`src/rtl/gpl_pkg.sv`:
```
package gpl_pkg;

	// ****************************************************************
	// geometry
	// ****************************************************************
	localparam int GPL_NUM_PORTS   = 11;
	localparam int GPL_PORT_W      = 8;
	localparam int GPL_NUM_LINES   = GPL_NUM_PORTS * GPL_PORT_W;
	localparam int GPL_NUM_IO      = 87;
	localparam int GPL_GROUP_W     = 4;
	localparam int GPL_NUM_GROUPS  = GPL_NUM_LINES / GPL_GROUP_W;
	localparam int GPL_IN_ONLY_BIT = 8 * GPL_PORT_W + 5;
	localparam int GPL_P1_BASE     = 1 * GPL_PORT_W;
	localparam int GPL_OD_A_BIT    = 7 * GPL_PORT_W + 0;
	localparam int GPL_OD_B_BIT    = 7 * GPL_PORT_W + 1;
	localparam int GPL_ADDR_W      = 4;
	localparam int GPL_NUM_CS      = 4;

	// ****************************************************************
	// reset values
	// ****************************************************************
	localparam logic [GPL_NUM_LINES-1:0]  GPL_DIR_RST  = '0;
	localparam logic [GPL_NUM_LINES-1:0]  GPL_LAT_RST  = '0;
	localparam logic [GPL_NUM_GROUPS-1:0] GPL_PU_RST   = '0;
	localparam logic [GPL_NUM_CS-1:0]     GPL_CS_RST   = '0;

	// pull-up groups that lose their pull-up in bus modes: ports 0-3, p4 low, port 5
	localparam logic [GPL_NUM_GROUPS-1:0] GPL_BUS_PU_GRP = 22'h000dff;

	// register write/read selectors
	typedef enum logic [GPL_ADDR_W-1:0] {
		GPL_SEL_DATA = 4'h0,
		GPL_SEL_DIR  = 4'h1,
		GPL_SEL_PU   = 4'h2,
		GPL_SEL_CTRL = 4'h3
	} gpl_sel_t;

	// processor modes
	typedef enum logic [2:0] {
		GPL_MODE_SINGLE = 3'b001,
		GPL_MODE_MEMEXP = 3'b010,
		GPL_MODE_MICRO  = 3'b100
	} gpl_mode_t;

	// software access request
	typedef struct packed {
		logic                  wr;
		logic [3:0]            port;
		gpl_sel_t              sel;
		logic [GPL_PORT_W-1:0] wdata;
	} gpl_req_t;

	// per-line pin drive
	typedef struct packed {
		logic [GPL_NUM_LINES-1:0] out;
		logic [GPL_NUM_LINES-1:0] oe;
		logic [GPL_NUM_LINES-1:0] pu;
	} gpl_pin_t;

endpackage : gpl_pkg

```
`src/rtl/gpl_sync.sv`:
```
`timescale 1ns/100ps
`default_nettype none

// ********************************************************************
// two-stage synchroniser for pin levels
// ********************************************************************
module gpl_sync
	import gpl_pkg::*;
#(
	parameter int W = 8
) (
	input  wire logic         i_clk,
	input  wire logic         i_reset_n,
	input  wire logic [W-1:0] i_async,
	output var  logic [W-1:0] o_sync
);

	typedef struct packed {
		logic [W-1:0] s1;
		logic [W-1:0] s2;
	} gpl_sync_st_t;

	gpl_sync_st_t st_q;
	gpl_sync_st_t st_d;

	// first stage feeds only the second
	always_comb begin
		st_d    = st_q;
		st_d.s1 = i_async;
		st_d.s2 = st_q.s1;
	end

	always_ff @(posedge i_clk or negedge i_reset_n) begin
		if (!i_reset_n) begin
			st_q <= '0;
		end else begin
			st_q <= st_d;
		end
	end

	assign o_sync = st_q.s2;

endmodule : gpl_sync

`default_nettype wire

```
`src/rtl/gpl_port.sv`:
```
`timescale 1ns/100ps
`default_nettype none


module gpl_port
	import gpl_pkg::*;
(
	input  wire logic                      i_clk,
	input  wire logic                      i_reset_n,
	input  wire gpl_req_t                  i_req,
	input  wire logic                      i_req_valid,
	input  wire logic                      i_processor_mode_pin,
	input  wire logic [GPL_NUM_LINES-1:0]  i_pin,
	input  wire logic [GPL_NUM_LINES-1:0]  i_periph_oe,
	input  wire logic [GPL_NUM_LINES-1:0]  i_periph_out,
	input  wire logic [GPL_NUM_LINES-1:0]  i_bus_pin_mask,
	input  wire logic [GPL_NUM_LINES-1:0]  i_cs_line_mask,
	input  wire logic                      i_bus_clk,
	input  wire logic [GPL_NUM_LINES-1:0]  i_bus_clk_mask,
	output var  logic [GPL_PORT_W-1:0]     o_rdata,
	output var  logic                      o_rvalid,
	output var  logic [GPL_NUM_LINES-1:0]  o_pin_out,
	output var  logic [GPL_NUM_LINES-1:0]  o_pin_oe,
	output var  logic [GPL_NUM_LINES-1:0]  o_pin_pullup,
	output var  gpl_mode_t                 o_mode,
	output var  logic [GPL_NUM_CS-1:0]     o_chip_select_ctrl,
	output var  logic                      o_bus_clock_out_disable,
	output var  logic                      o_port1_latch_read_sel
);

	// ****************************************************************
	// state
	// ****************************************************************
	typedef struct packed {
		logic [GPL_NUM_LINES-1:0]  port_direction_reg;
		logic [GPL_NUM_LINES-1:0]  port_data_reg;
		logic [GPL_NUM_GROUPS-1:0] pullup_ctrl;
		logic                      port1_latch_read_sel;
		logic [GPL_NUM_CS-1:0]     chip_select_ctrl;
		logic                      bus_clock_out_disable;
		gpl_mode_t                 mode;
		logic                      mode_captured;
		logic [1:0]                strap_wait;
		logic [GPL_PORT_W-1:0]     rdata;
		logic                      rvalid;
		gpl_pin_t                  pin;
	} gpl_st_t;

	gpl_st_t                  st_q;
	gpl_st_t                  st_d;
	logic [GPL_NUM_LINES-1:0] pin_s;
	logic                     mode_pin_s;

	// ****************************************************************
	// pin synchronisers
	// ****************************************************************
	// pins and the mode strap share one synchroniser
	gpl_sync #(
		.W (GPL_NUM_LINES + 1)
	) u_sync (
		.i_clk     (i_clk),
		.i_reset_n (i_reset_n),
		.i_async   ({i_processor_mode_pin, i_pin}),
		.o_sync    ({mode_pin_s, pin_s})
	);

	// ****************************************************************
	// helpers
	// ****************************************************************
	// used by the read path for data and direction bytes
	// byte select for one port
	function automatic logic [GPL_PORT_W-1:0] gpl_byte(
		input logic [GPL_NUM_LINES-1:0] v,
		input logic [3:0]               p
	);
		gpl_byte = v[p*GPL_PORT_W +: GPL_PORT_W];
	endfunction : gpl_byte

	// ****************************************************************
	// next state
	// ****************************************************************
	always_comb begin
		// scratch values for this cycle
		logic                     bus_mode;
		logic [GPL_NUM_LINES-1:0] lock;
		logic [GPL_NUM_LINES-1:0] dir_eff;
		logic [GPL_NUM_LINES-1:0] read_v;
		logic [GPL_NUM_LINES-1:0] drv_val;
		logic [GPL_NUM_LINES-1:0] pu_line;
		logic [GPL_NUM_GROUPS-1:0] pu_grp;
		logic [GPL_PORT_W-1:0]    rb;
		int                       base;
		bus_mode = 1'b0;
		lock     = '0;
		dir_eff  = '0;
		read_v   = '0;
		drv_val  = '0;
		pu_line  = '0;
		pu_grp   = '0;
		rb       = '0;
		base     = 0;
		st_d     = st_q;
		st_d.rvalid = 1'b0;

		// ************************************************************
		// mode strap
		// ************************************************************
		// the synchroniser is cleared by reset, so wait until both
		// stages hold the real pin level before taking the strap
		// mode strap
		if (!st_q.mode_captured) begin
			if (st_q.strap_wait == 2'h2) begin
				st_d.mode_captured = 1'b1;
				st_d.mode          = mode_pin_s ? GPL_MODE_MICRO : GPL_MODE_SINGLE;
			end else begin
				st_d.strap_wait = st_q.strap_wait + 2'h1;
			end
		end
		// expansion and microprocessor modes both count as bus modes
		bus_mode = (st_q.mode != GPL_MODE_SINGLE);

		// ************************************************************
		// direction write lock
		// ************************************************************
		// bus pin lock
		lock = bus_mode ? i_bus_pin_mask : '0;
		// chip-select lines share one mask, so any disabled select
		// frees all of them; finer control needs a mask per select
		// chip select release
		for (int c = 0; c < GPL_NUM_CS; c++) begin
			if (!st_q.chip_select_ctrl[c]) begin
				lock = lock & ~i_cs_line_mask;
			end
		end

		// ************************************************************
		// software access
		// ************************************************************
		// ports 11 and above are ignored and get no answer
		base = int'(i_req.port) * GPL_PORT_W;
		if (i_req_valid && (i_req.port < 4'(GPL_NUM_PORTS))) begin
			if (i_req.wr) begin
				// one selector per request
				case (i_req.sel)
					GPL_SEL_DATA: begin
						st_d.port_data_reg[base +: GPL_PORT_W] = i_req.wdata;
					end
					GPL_SEL_DIR: begin
						for (int b = 0; b < GPL_PORT_W; b++) begin
							if (!lock[base+b]) begin
								st_d.port_direction_reg[base+b] = i_req.wdata[b];
							end
						end
						st_d.port_direction_reg[GPL_IN_ONLY_BIT] = 1'b0;
					end
					GPL_SEL_PU: begin
						st_d.pullup_ctrl[i_req.port*2 +: 2] = i_req.wdata[1:0];
					end
					GPL_SEL_CTRL: begin
						// a software mode choice outranks a strap not yet taken
						st_d.mode_captured         = 1'b1;
						st_d.port1_latch_read_sel  = i_req.wdata[0];
						st_d.chip_select_ctrl      = i_req.wdata[4:1];
						st_d.bus_clock_out_disable = i_req.wdata[5];
						if (i_req.wdata[7:6] == 2'b01) begin
							st_d.mode = GPL_MODE_MEMEXP;
						end else if (i_req.wdata[7:6] == 2'b11) begin
							st_d.mode = GPL_MODE_MICRO;
						end else if (i_req.wdata[7:6] == 2'b00) begin
							st_d.mode = GPL_MODE_SINGLE;
						end
					end
					default: begin
					end
				endcase
			end else begin
				// read-back assembly for the addressed port
				// read source
				read_v = (st_q.port_direction_reg & st_q.port_data_reg)
				       | (~st_q.port_direction_reg & pin_s);
				read_v[GPL_IN_ONLY_BIT] = pin_s[GPL_IN_ONLY_BIT];
				if (st_q.port1_latch_read_sel) begin
					read_v[GPL_P1_BASE +: GPL_PORT_W] =
						st_q.port_data_reg[GPL_P1_BASE +: GPL_PORT_W];
				end
				case (i_req.sel)
					GPL_SEL_DATA: rb = gpl_byte(read_v, i_req.port);
					GPL_SEL_DIR:  rb = gpl_byte(st_q.port_direction_reg, i_req.port);
					GPL_SEL_PU:   rb = {6'h00, st_q.pullup_ctrl[i_req.port*2 +: 2]};
					GPL_SEL_CTRL: rb = {(st_q.mode == GPL_MODE_MICRO),
					                    (st_q.mode != GPL_MODE_SINGLE),
					                    st_q.bus_clock_out_disable,
					                    st_q.chip_select_ctrl,
					                    st_q.port1_latch_read_sel};
					default:      rb = 8'h00;
				endcase
				st_d.rdata  = rb;
				st_d.rvalid = 1'b1;
			end
		end

		// ************************************************************
		// pin drive
		// ************************************************************
		// a peripheral output overrides the direction bit
		// pin drive
		dir_eff = st_q.port_direction_reg | i_periph_oe;
		drv_val = (i_periph_oe & i_periph_out) | (~i_periph_oe & st_q.port_data_reg);
		// in bus modes the bus clock owns its pin unless its output is disabled
		// bus clock pin
		if (bus_mode && !st_q.bus_clock_out_disable) begin
			dir_eff = dir_eff | i_bus_clk_mask;
			drv_val = (drv_val & ~i_bus_clk_mask) | ({GPL_NUM_LINES{i_bus_clk}} & i_bus_clk_mask);
		end else if (bus_mode) begin
			dir_eff = dir_eff & ~i_bus_clk_mask;
		end
		// interrupt pin is never driven, whatever the request
		// input only line
		dir_eff[GPL_IN_ONLY_BIT] = 1'b0;
		// open-drain lines only sink; a high level releases the pin
		// open drain lines
		if (drv_val[GPL_OD_A_BIT]) begin
			dir_eff[GPL_OD_A_BIT] = 1'b0;
		end
		if (drv_val[GPL_OD_B_BIT]) begin
			dir_eff[GPL_OD_B_BIT] = 1'b0;
		end
		// pin outputs lag the registers by one cycle
		st_d.pin.out = drv_val;
		st_d.pin.oe  = dir_eff;

		// ************************************************************
		// pull-ups
		// ************************************************************
		// pull-ups
		pu_grp = bus_mode ? (st_q.pullup_ctrl & ~GPL_BUS_PU_GRP) : st_q.pullup_ctrl;
		// one enable bit fans out to its four lines
		for (int g = 0; g < GPL_NUM_GROUPS; g++) begin
			pu_line[g*GPL_GROUP_W +: GPL_GROUP_W] = {GPL_GROUP_W{pu_grp[g]}};
		end
		// output direction or any drive on the pin disconnects the pull-up
		pu_line = pu_line & ~st_q.port_direction_reg & ~i_periph_oe & ~dir_eff;
		pu_line[GPL_IN_ONLY_BIT] = 1'b0;
		st_d.pin.pu = pu_line;
	end

	// ****************************************************************
	// registers
	// ****************************************************************
	// reset to input
	always_ff @(posedge i_clk or negedge i_reset_n) begin
		if (!i_reset_n) begin
			// all lines input, single chip mode until the strap is taken
			st_q      <= '0;
			st_q.mode <= GPL_MODE_SINGLE;
		end else begin
			st_q <= st_d;
		end
	end

	// ****************************************************************
	// outputs
	// ****************************************************************
	// outputs straight from state flops
	assign o_rdata                 = st_q.rdata;
	assign o_rvalid                = st_q.rvalid;
	assign o_pin_out               = st_q.pin.out;
	assign o_pin_oe                = st_q.pin.oe;
	assign o_pin_pullup            = st_q.pin.pu;
	assign o_mode                  = st_q.mode;
	assign o_chip_select_ctrl      = st_q.chip_select_ctrl;
	assign o_bus_clock_out_disable = st_q.bus_clock_out_disable;
	assign o_port1_latch_read_sel  = st_q.port1_latch_read_sel;

endmodule : gpl_port

`default_nettype wire

```
`config.mk`:
```
export PLATFORM = sky130hd
export DESIGN_NAME = gpl_port
export DESIGN_NICKNAME = d
export VERILOG_FILES = /design/src/rtl/gpl_pkg.sv /design/src/rtl/gpl_sync.sv /design/src/rtl/gpl_port.sv
export SDC_FILE = /design/constraint.sdc
export NUM_CORES = 1
export LEC_CHECK = 0
export BUFFER_PORTS_ARGS = -buffer_cell sky130_fd_sc_hd__clkbuf_2
export CORE_AREA = 10 10 316 318
export DETAILED_ROUTE_END_ITERATION = 8
export DIE_AREA = 0 0 326 328
export HOLD_SLACK_MARGIN = 0.06
export MAX_ROUTING_LAYER = met4
export PLACE_DENSITY = 0.62
export SYNTH_ARGS = -nofsm -noshare
export SYNTH_HDL_FRONTEND = slang
export SYNTH_HIERARCHICAL = 1
export SYNTH_SLANG_ARGS = --single-unit
```
`constraint.sdc`:
```
create_clock -name i_clk -period 3.15 [get_ports i_clk]
set_input_delay 0.63 -clock i_clk [delete_from_list [all_inputs] [get_ports i_clk]]
set_output_delay 0.63 -clock i_clk [all_outputs]
set_load 0.05 [all_outputs]
```
==> results of run 1 <==
cell usage in the layout, fill, tap and decap left out, types with 11 or more instances in the layout:
cell type  synthesis  final
nor4_1            16     16
a21oi_1          220    219
inv_1             61     61
clkbuf_8           0     11
or4_1             18     18
o22ai_1           16     15
buf_12             0     23
o21ai_0          213    213
nand3_1           44     44
clkbuf_2           0    826
clkbuf_16          0     77
clkinv_2           0     12
and3_1            49     49
o211ai_1          14     14
nand2_1          431    430
a211oi_1         108    108
nor2_1           201    196
nor3_1            67     67
a31oi_1           64     63
a21o_1            12     12
a311oi_1          11     11
diode_2            0     33
bufinv_16          0     14
mux2_2            47     47
nand3b_1          25     25
dfrtp_1          657    656
buf_4            285    160
o31ai_1           24     24
mux2i_1          133    133
through the flow:
step                      TNS (ps)  instances  power [mW]  worst slack, ps  hold WS, ps
after floorplan                  0       3057        12.2             9.19          331
after global placement       -1650       4876        13.8             -140          333
after detailed placement     -2360       4876        13.8             -158          335
after CTS                        0       5014        23.5              101         61.0
after global routing             0       5042        24.2              101         83.4
final                            0       5047        23.4             62.0         87.1
routing by layer:
metal / global-route usage [%] / up-vias / share of wire [%]
li1: - / 11856 / -
met1: 33.4 / 13454 / 39
met2: 45.6 / 1580 / 48
met3: 6.93 / 343 / 8.6
met4: 13.0 / 0 / 4.8
met5: - / - / 0
power by group through the flow:
stage	clock, mW	sequential [mW]	combinational [mW]
after floorplan	0	9.23	3.01
after global placement	0	9.37	4.44
after detailed placement	0	9.37	4.48
after CTS	9.84	9.22	4.49
after global routing	10.2	9.26	4.72
final	9.71	9.22	4.48
cells by family (layout without fill, tap and decap cells):
kind of cell	Yosys count	in the layout	synth area share (%)
muxes	184	184	6.38
buffers and inverters	508	1211	10.0
DFF	658	658	53.9
AOI/OAI and AO/OA	781	781	15.7
adders and majority gates	6	6	0.246
xor gates and xnor gates	2	2	0.0573
and+or+nand+nor	916	916	13.7
other	1	35	0.0123
worst max path at each step:
stage | startpoint | endpoint | slack (ps) | cells after the start
CTS | o_chip_select_ctrl[1] | st_q[440] | 100 | 7
global route | o_chip_select_ctrl[1] | st_q[443] | 100 | 8
finish | o_chip_select_ctrl[1] | st_q[440] | 60 | 7
floorplan | i_req[12] | st_q[361] | 9 | 13
detailed placement | i_req[11] | o_rdata[7] | -160 | 11
global placement | i_req[11] | o_rdata[7] | -140 | 11
timing repair:
item | 4_1_cts | 5_1_grt
hold buffers | 1 | 0
resized for setup | 0 | 0
hold endpoints to repair | 29 | 0
area by class of cell:
class | instances | area, um2
fill | 9353 | 55000
clock inverter | 40 | 611
sequential | 658 | 16500
inverter | 63 | 236
clock buffer | 97 | 2110
timing repair buffer | 1011 | 5820
tap | 1254 | 1570
multi-input combinational | 1891 | 11200
antenna | 33 | 82.6
registers in the layout, indices dropped and copies added (netlist names):
register                 count
st_q                       200
o_bus_clock_out_disable      1
o_port1_latch_read_sel       1
o_pin_out                   88
o_rvalid                     1
u_sync/o_sync               89
o_mode                       3
o_rdata                      8
o_chip_select_ctrl           4
o_pin_oe                    87
u_sync/st_d                 89
o_pin_pullup                87
==> impl_metrics.py, run 1 <==
metrics = {
    "synth": {
        "syn-cell-area_um2": 30600,
        "syn_inst": 3056,
        "ys_types": 83,
        "yosys_warnings": 6,
        "synth_common_cells": "dfrtp_1 (657), nand2_1 (431), buf_4 (285)",
        "ys_seq_area_share_pct": 53.9,
        "synth_top_area_share_pct": 53.8,
        "synth_edf_count": 0,
        "yosys.area.top_type": "dfrtp_1",
        "synth.top_cells.by_area": "dfrtp_1 (54%), buf_4 (7.0%), nand2_1 (5.3%)",
        "synthArstFlopShare_pct": 100,
        "synth_flop_cell": "dfrtp_1",
        "ys_seq_elements": 658,
        "avgSynthCellArea_um2": 10.0,
        "yosysMostFrequentCell": "dfrtp_1",
    },
    "worst_setup_path": {
        "rr_worst_depth": 7,
        "critPathCaptureType": "flop",
        "rrSetupSlack_ps": 60,
        "path_class": "flop to flop",
        "worstReg2RegEnd": "st_q[440]",
        "cp.required_ps": 3660,
        "cp.arrival_ps": 3600,
        "path_buf_inv": 1,
        "worst_path_largest_cell_delay_ps": 560,
        "r2r_start": "o_chip_select_ctrl[1]",
        "crit_chain": "nand4_4 -> buf_12 -> a211oi_1 -> nor4_1 -> a221o_1 -> a21o_1 -> a31o_2",
        "cp-start-kind": "flop",
        "worst-path-max-fanout": 42,
        "critPathSlowestCell": "a211oi_1",
        "cp_top_family": "compound AO/OA/AOI/OAI gates",
    },
    "timing": {
        "relSlewSlack_pct": 33.8,
        "min_period_over_period_pct": 98.0,
        "slew_violations": 0,
        "clock.fmax_mhz": 324,
        "rsz0062_at_grt": "no",
        "post-route-min-period_ps": 3090,
        "worstMarginPinSlew_ps": 994,
        "finalHoldViolCount": 0,
        "final-setup-viol-count": 0,
        "fin_skew_ps": 33.5,
    },
    "layout": {
        "final_area_um2": 38100,
        "fin_nets": 4257,
        "syn_to_final_growth_pct": 24.6,
        "finish.utilization_pct": 40.9,
        "drive_gt1_share_pct": 32.8,
    },
    "place": {
        "dpl_cell_area_um2": 35300,
        "place_congestion": 0.979,
        "dpl.hpwl_um": 122000,
        "place.port_buffers": 829,
    },
    "power_and_ir_drop": {
        "p_int_mw": 16.0,
        "vdd_drop_max_uv": 386,
        "power_frac_seq_pct": 39.4,
        "p_comb_share_pct": 19.1,
        "p_clk_share_pct": 41.5,
        "netSwitchingFraction_pct": 31.6,
        "netSwitchingPower_mw": 7.39,
        "p_per_area_nw_per_um2": 615,
        "p_leak_nw": 18.4,
    },
    "clock_tree": {
        "insertion_delay_ps": 650,
        "clock_sinks": 658,
        "cts_buffer_depth": 3,
        "root_buffer": "clkbuf_16",
        "path_clk_slew_ps": 60,
        "cts_buffers": 76,
        "htree_num_levels": 3,
        "cts_tree": "built",
        "cts_setup_buffers": 0,
    },
    "grt": {
        "antenna_found_initial": 41,
        "grt_pass1_wl_um": 211000,
        "grt_max_degree": 107,
        "grt_overflow": 0,
        "grt_use_total_pct": 28.4,
        "grt_pass1_vias": 27463,
    },
    "die": {
        "ios": 832,
        "floorplan.initialDensity_pct": 32.8,
        "rows": 112,
        "dieArea_um2": 107000,
        "core_area_um2": 93000,
        "dieHeight_um": 328,
        "fp.dieW_um": 326,
    },
    "job": {
        "cap_violations": 0,
    },
    "min_path": {
        "whs_path_depth": 1,
        "min_to": "u_sync/st_d[64]",
        "hold_path_class": "primary input to flop",
        "holdCritStartpoint": "i_pin[64]",
    },
    "run_status": {
        "outcome": "finished clean",
    },
    "route": {
        "vias": 27233,
        "via_per_inst": 5.40,
        "antenna_left": 0,
        "route.detailed.drc": 0,
        "first_pass_iters": 7,
        "drt-wirelength-per-cell_um": 30.4,
        "dr.first_iter.drc_count": 3104,
        "drt_wl_total_um": 153000,
    },
}
(Power assumes the default switching activity.)
==> run 2, diff against run 1 <==
--- a/config.mk
+++ b/config.mk
@@ -6,12 +6,13 @@
 export NUM_CORES = 1
 export LEC_CHECK = 0
 export BUFFER_PORTS_ARGS = -buffer_cell sky130_fd_sc_hd__clkbuf_2
+export CAP_MARGIN = 0
 export CORE_AREA = 10 10 316 318
 export DETAILED_ROUTE_END_ITERATION = 8
 export DIE_AREA = 0 0 326 328
 export HOLD_SLACK_MARGIN = 0.06
 export MAX_ROUTING_LAYER = met4
-export PLACE_DENSITY = 0.62
+export PLACE_DENSITY_LB_ADDON = 0.25
 export SYNTH_ARGS = -nofsm -noshare
 export SYNTH_HDL_FRONTEND = slang
 export SYNTH_HIERARCHICAL = 1
==> run 2 against run 1 <==
Total power is 2.4% lower. Final area is 0.71% higher. Die area unchanged. Highest routed layer unchanged.
==> impl_metrics.py, run 2 (synthesis gave the netlist of run 1 again) <==
metrics = {
    "clock_tree": {
        "cts_setup_buffers": 0,
        "cts_buffer_depth": 3,
        "root_buffer": "clkbuf_16",
        "clock_sinks": 658,
        "cts_buffers": 76,
        "htree_num_levels": 3,
        "cts_tree": "built",
        "path_clk_slew_ps": 60,
        "insertion_delay_ps": 660,
    },
    "timing": {
        "worst_hold_slack_ps": 85.2,
        "min_period_over_period_pct": 96.7,
        "fin_skew_ps": 30.1,
        "finalHoldViolCount": 0,
        "worstMarginPinSlew_ps": 978,
        "relSlewSlack_pct": 34.8,
        "slew_violations": 0,
        "worst_slack_ps": 105,
        "final-setup-viol-count": 0,
        "setup_tns_ps": 0,
        "rsz0062_at_grt": "no",
        "clock.fmax_mhz": 328,
        "post-route-min-period_ps": 3050,
    },
    "layout": {
        "fin_nets": 4298,
        "mostFrequentLayoutCell": "clkbuf_2",
        "top_register": "st_q",
        "syn_to_final_growth_pct": 25.5,
        "drive_gt1_share_pct": 32.3,
        "fillers": 9389,
        "largest_reg_flops": 200,
        "final_cell_mix": "clkbuf_2 (826), dfrtp_1 (656), nand2_1 (430)",
    },
    "route": {
        "first_pass_iters": 6,
        "vias": 27331,
        "drt-wirelength-per-cell_um": 30.9,
        "dr.first_iter.drc_count": 2558,
        "via_per_inst": 5.39,
        "drt_wl_total_um": 157000,
        "route.detailed.drc": 0,
        "antenna_left": 0,
    },
    "die": {
        "dieArea_um2": 107000,
        "dieHeight_um": 328,
        "ios": 832,
        "rows": 112,
        "floorplan.initialDensity_pct": 32.8,
        "fp.dieW_um": 326,
        "core_area_um2": 93000,
    },
    "grt": {
        "grt_pass1_vias": 27881,
        "grt_max_degree": 83,
        "grt_pass1_wl_um": 216000,
        "antenna_found_initial": 23,
        "grt_overflow": 0,
        "grt_use_total_pct": 29.0,
    },
    "place": {
        "dpl.hpwl_um": 125000,
        "place_congestion": 0.997,
        "place.port_buffers": 829,
        "post-place-ws_ps": -190,
    },
    "min_path": {
        "min_to": "u_sync/st_d[9]",
        "whs_path_depth": 1,
        "holdCritStartpoint": "i_pin[9]",
        "hold_path_class": "primary input to flop",
    },
    "power_and_ir_drop": {
        "vdd_drop_max_uv": 368,
        "p_leak_nw": 18.5,
        "p_per_area_nw_per_um2": 596,
        "power_frac_seq_pct": 40.5,
        "netSwitchingFraction_pct": 32.6,
        "netSwitchingPower_mw": 7.45,
        "p_int_mw": 15.4,
        "p_comb_share_pct": 19.9,
        "p_clk_share_pct": 39.7,
        "total_power_mw": 22.8,
    },
    "worst_setup_path": {
        "worst-path-max-fanout": 61,
        "critPathCaptureType": "flop",
        "r2r_start": "o_chip_select_ctrl[3]",
        "path_class": "flop to flop",
        "cp.arrival_ps": 3590,
        "worstReg2RegEnd": "st_q[397]",
        "rr_worst_depth": 9,
        "cp-start-kind": "flop",
        "rrSetupSlack_ps": 100,
        "cp.required_ps": 3690,
    },
    "job": {
        "cap_violations": 0,
    },
    "run_status": {
        "outcome": "finished clean",
    },
}
## run 2: cell types whose count changed in the layout (fill, tap and decap cells not counted), moves of 3 or more
cell | previous run | this run
diode_2 | 33 | 20
buf_4 | 160 | 156
dlygate4sd3_1 | 1 | 40
bufinv_16 | 14 | 4
clkinvlp_4 | 6 | 2
buf_12 | 23 | 29
inv_6 | 5 | 2
clkbuf_1 | 9 | 17
clkbuf_8 | 11 | 14
## run 2: through the flow
stage | area (um2) | utilization [%] | std cells
5_1_grt | 38300 | 41.2 | 5071
4_1_cts | 38300 | 41.1 | 5054
2_1_floorplan | 30600 | - | 3057
3_5_place_dp | 35400 | 38.0 | 4878
6_report | 38300 | 41.2 | 5074
3_3_place_gp | 35400 | 38.0 | 4878
## run 2: what timing repair did
action | 4_1_cts | 5_1_grt
hold buffers | 40 | 0
endpoints found under the hold margin | 84 | 0
gates resized for setup | 0 | 2
endpoints found under the setup margin | 0 | 1
## run 2: final cells by class
class / count / area [um2] / area share, %
multi-input cells: 1891 / 11200 / 29.2
diodes: 20 / 50.0 / 0.131
clock buffers: 109 / 2210 / 5.76
well taps: 1254 / 1570 / 4.09
flip-flops and latches: 658 / 16500 / 42.9
clock inverters: 27 / 325 / 0.848
repair buffers: 1052 / 6300 / 16.4
inverters: 63 / 236 / 0.617
## run 2: worst max path at each step
stage          slack, ps                   from   endpoint  cells after the start
2_1_floorplan          9              i_req[12]  st_q[361]                     13
3_3_place_gp        -140              i_req[13]  st_q[451]                      7
3_5_place_dp        -190              i_req[13]  st_q[451]                      7
4_1_cts               20  o_chip_select_ctrl[3]  st_q[451]                      7
5_1_grt               50  o_chip_select_ctrl[3]  st_q[397]                      9
6_report             100  o_chip_select_ctrl[3]  st_q[397]                      9
## run 2: metal layers
layer | wire length [um] | track usage [%]
met1 | 62800 | 35.1
met5 | 0 | -
met4 | 6040 | 11.1
met3 | 12500 | 6.04
met2 | 75500 | 47.3
## run 2: worst max-delay path, cell delays in order, from the launching register on
cell and delay (ps):
dfrtp_1 490, nand4_4 160, buf_12 240, a21oi_1 120, a311oi_1 610, o41ai_2 140, buf_4 190, buf_12 150
a211oi_1 350, mux2_2 380
## run 2: power groups by stage
| stage | registers (mW) | clock network (mW) | logic, mW |
|---|---|---|---|
| 2_1_floorplan | 9.23 | 0 | 3.01 |
| 3_3_place_gp | 9.39 | 0 | 4.45 |
| 3_5_place_dp | 9.39 | 0 | 4.48 |
| 4_1_cts | 9.24 | 9.22 | 4.54 |
| 5_1_grt | 9.28 | 9.53 | 4.77 |
| 6_report | 9.25 | 9.07 | 4.54 |
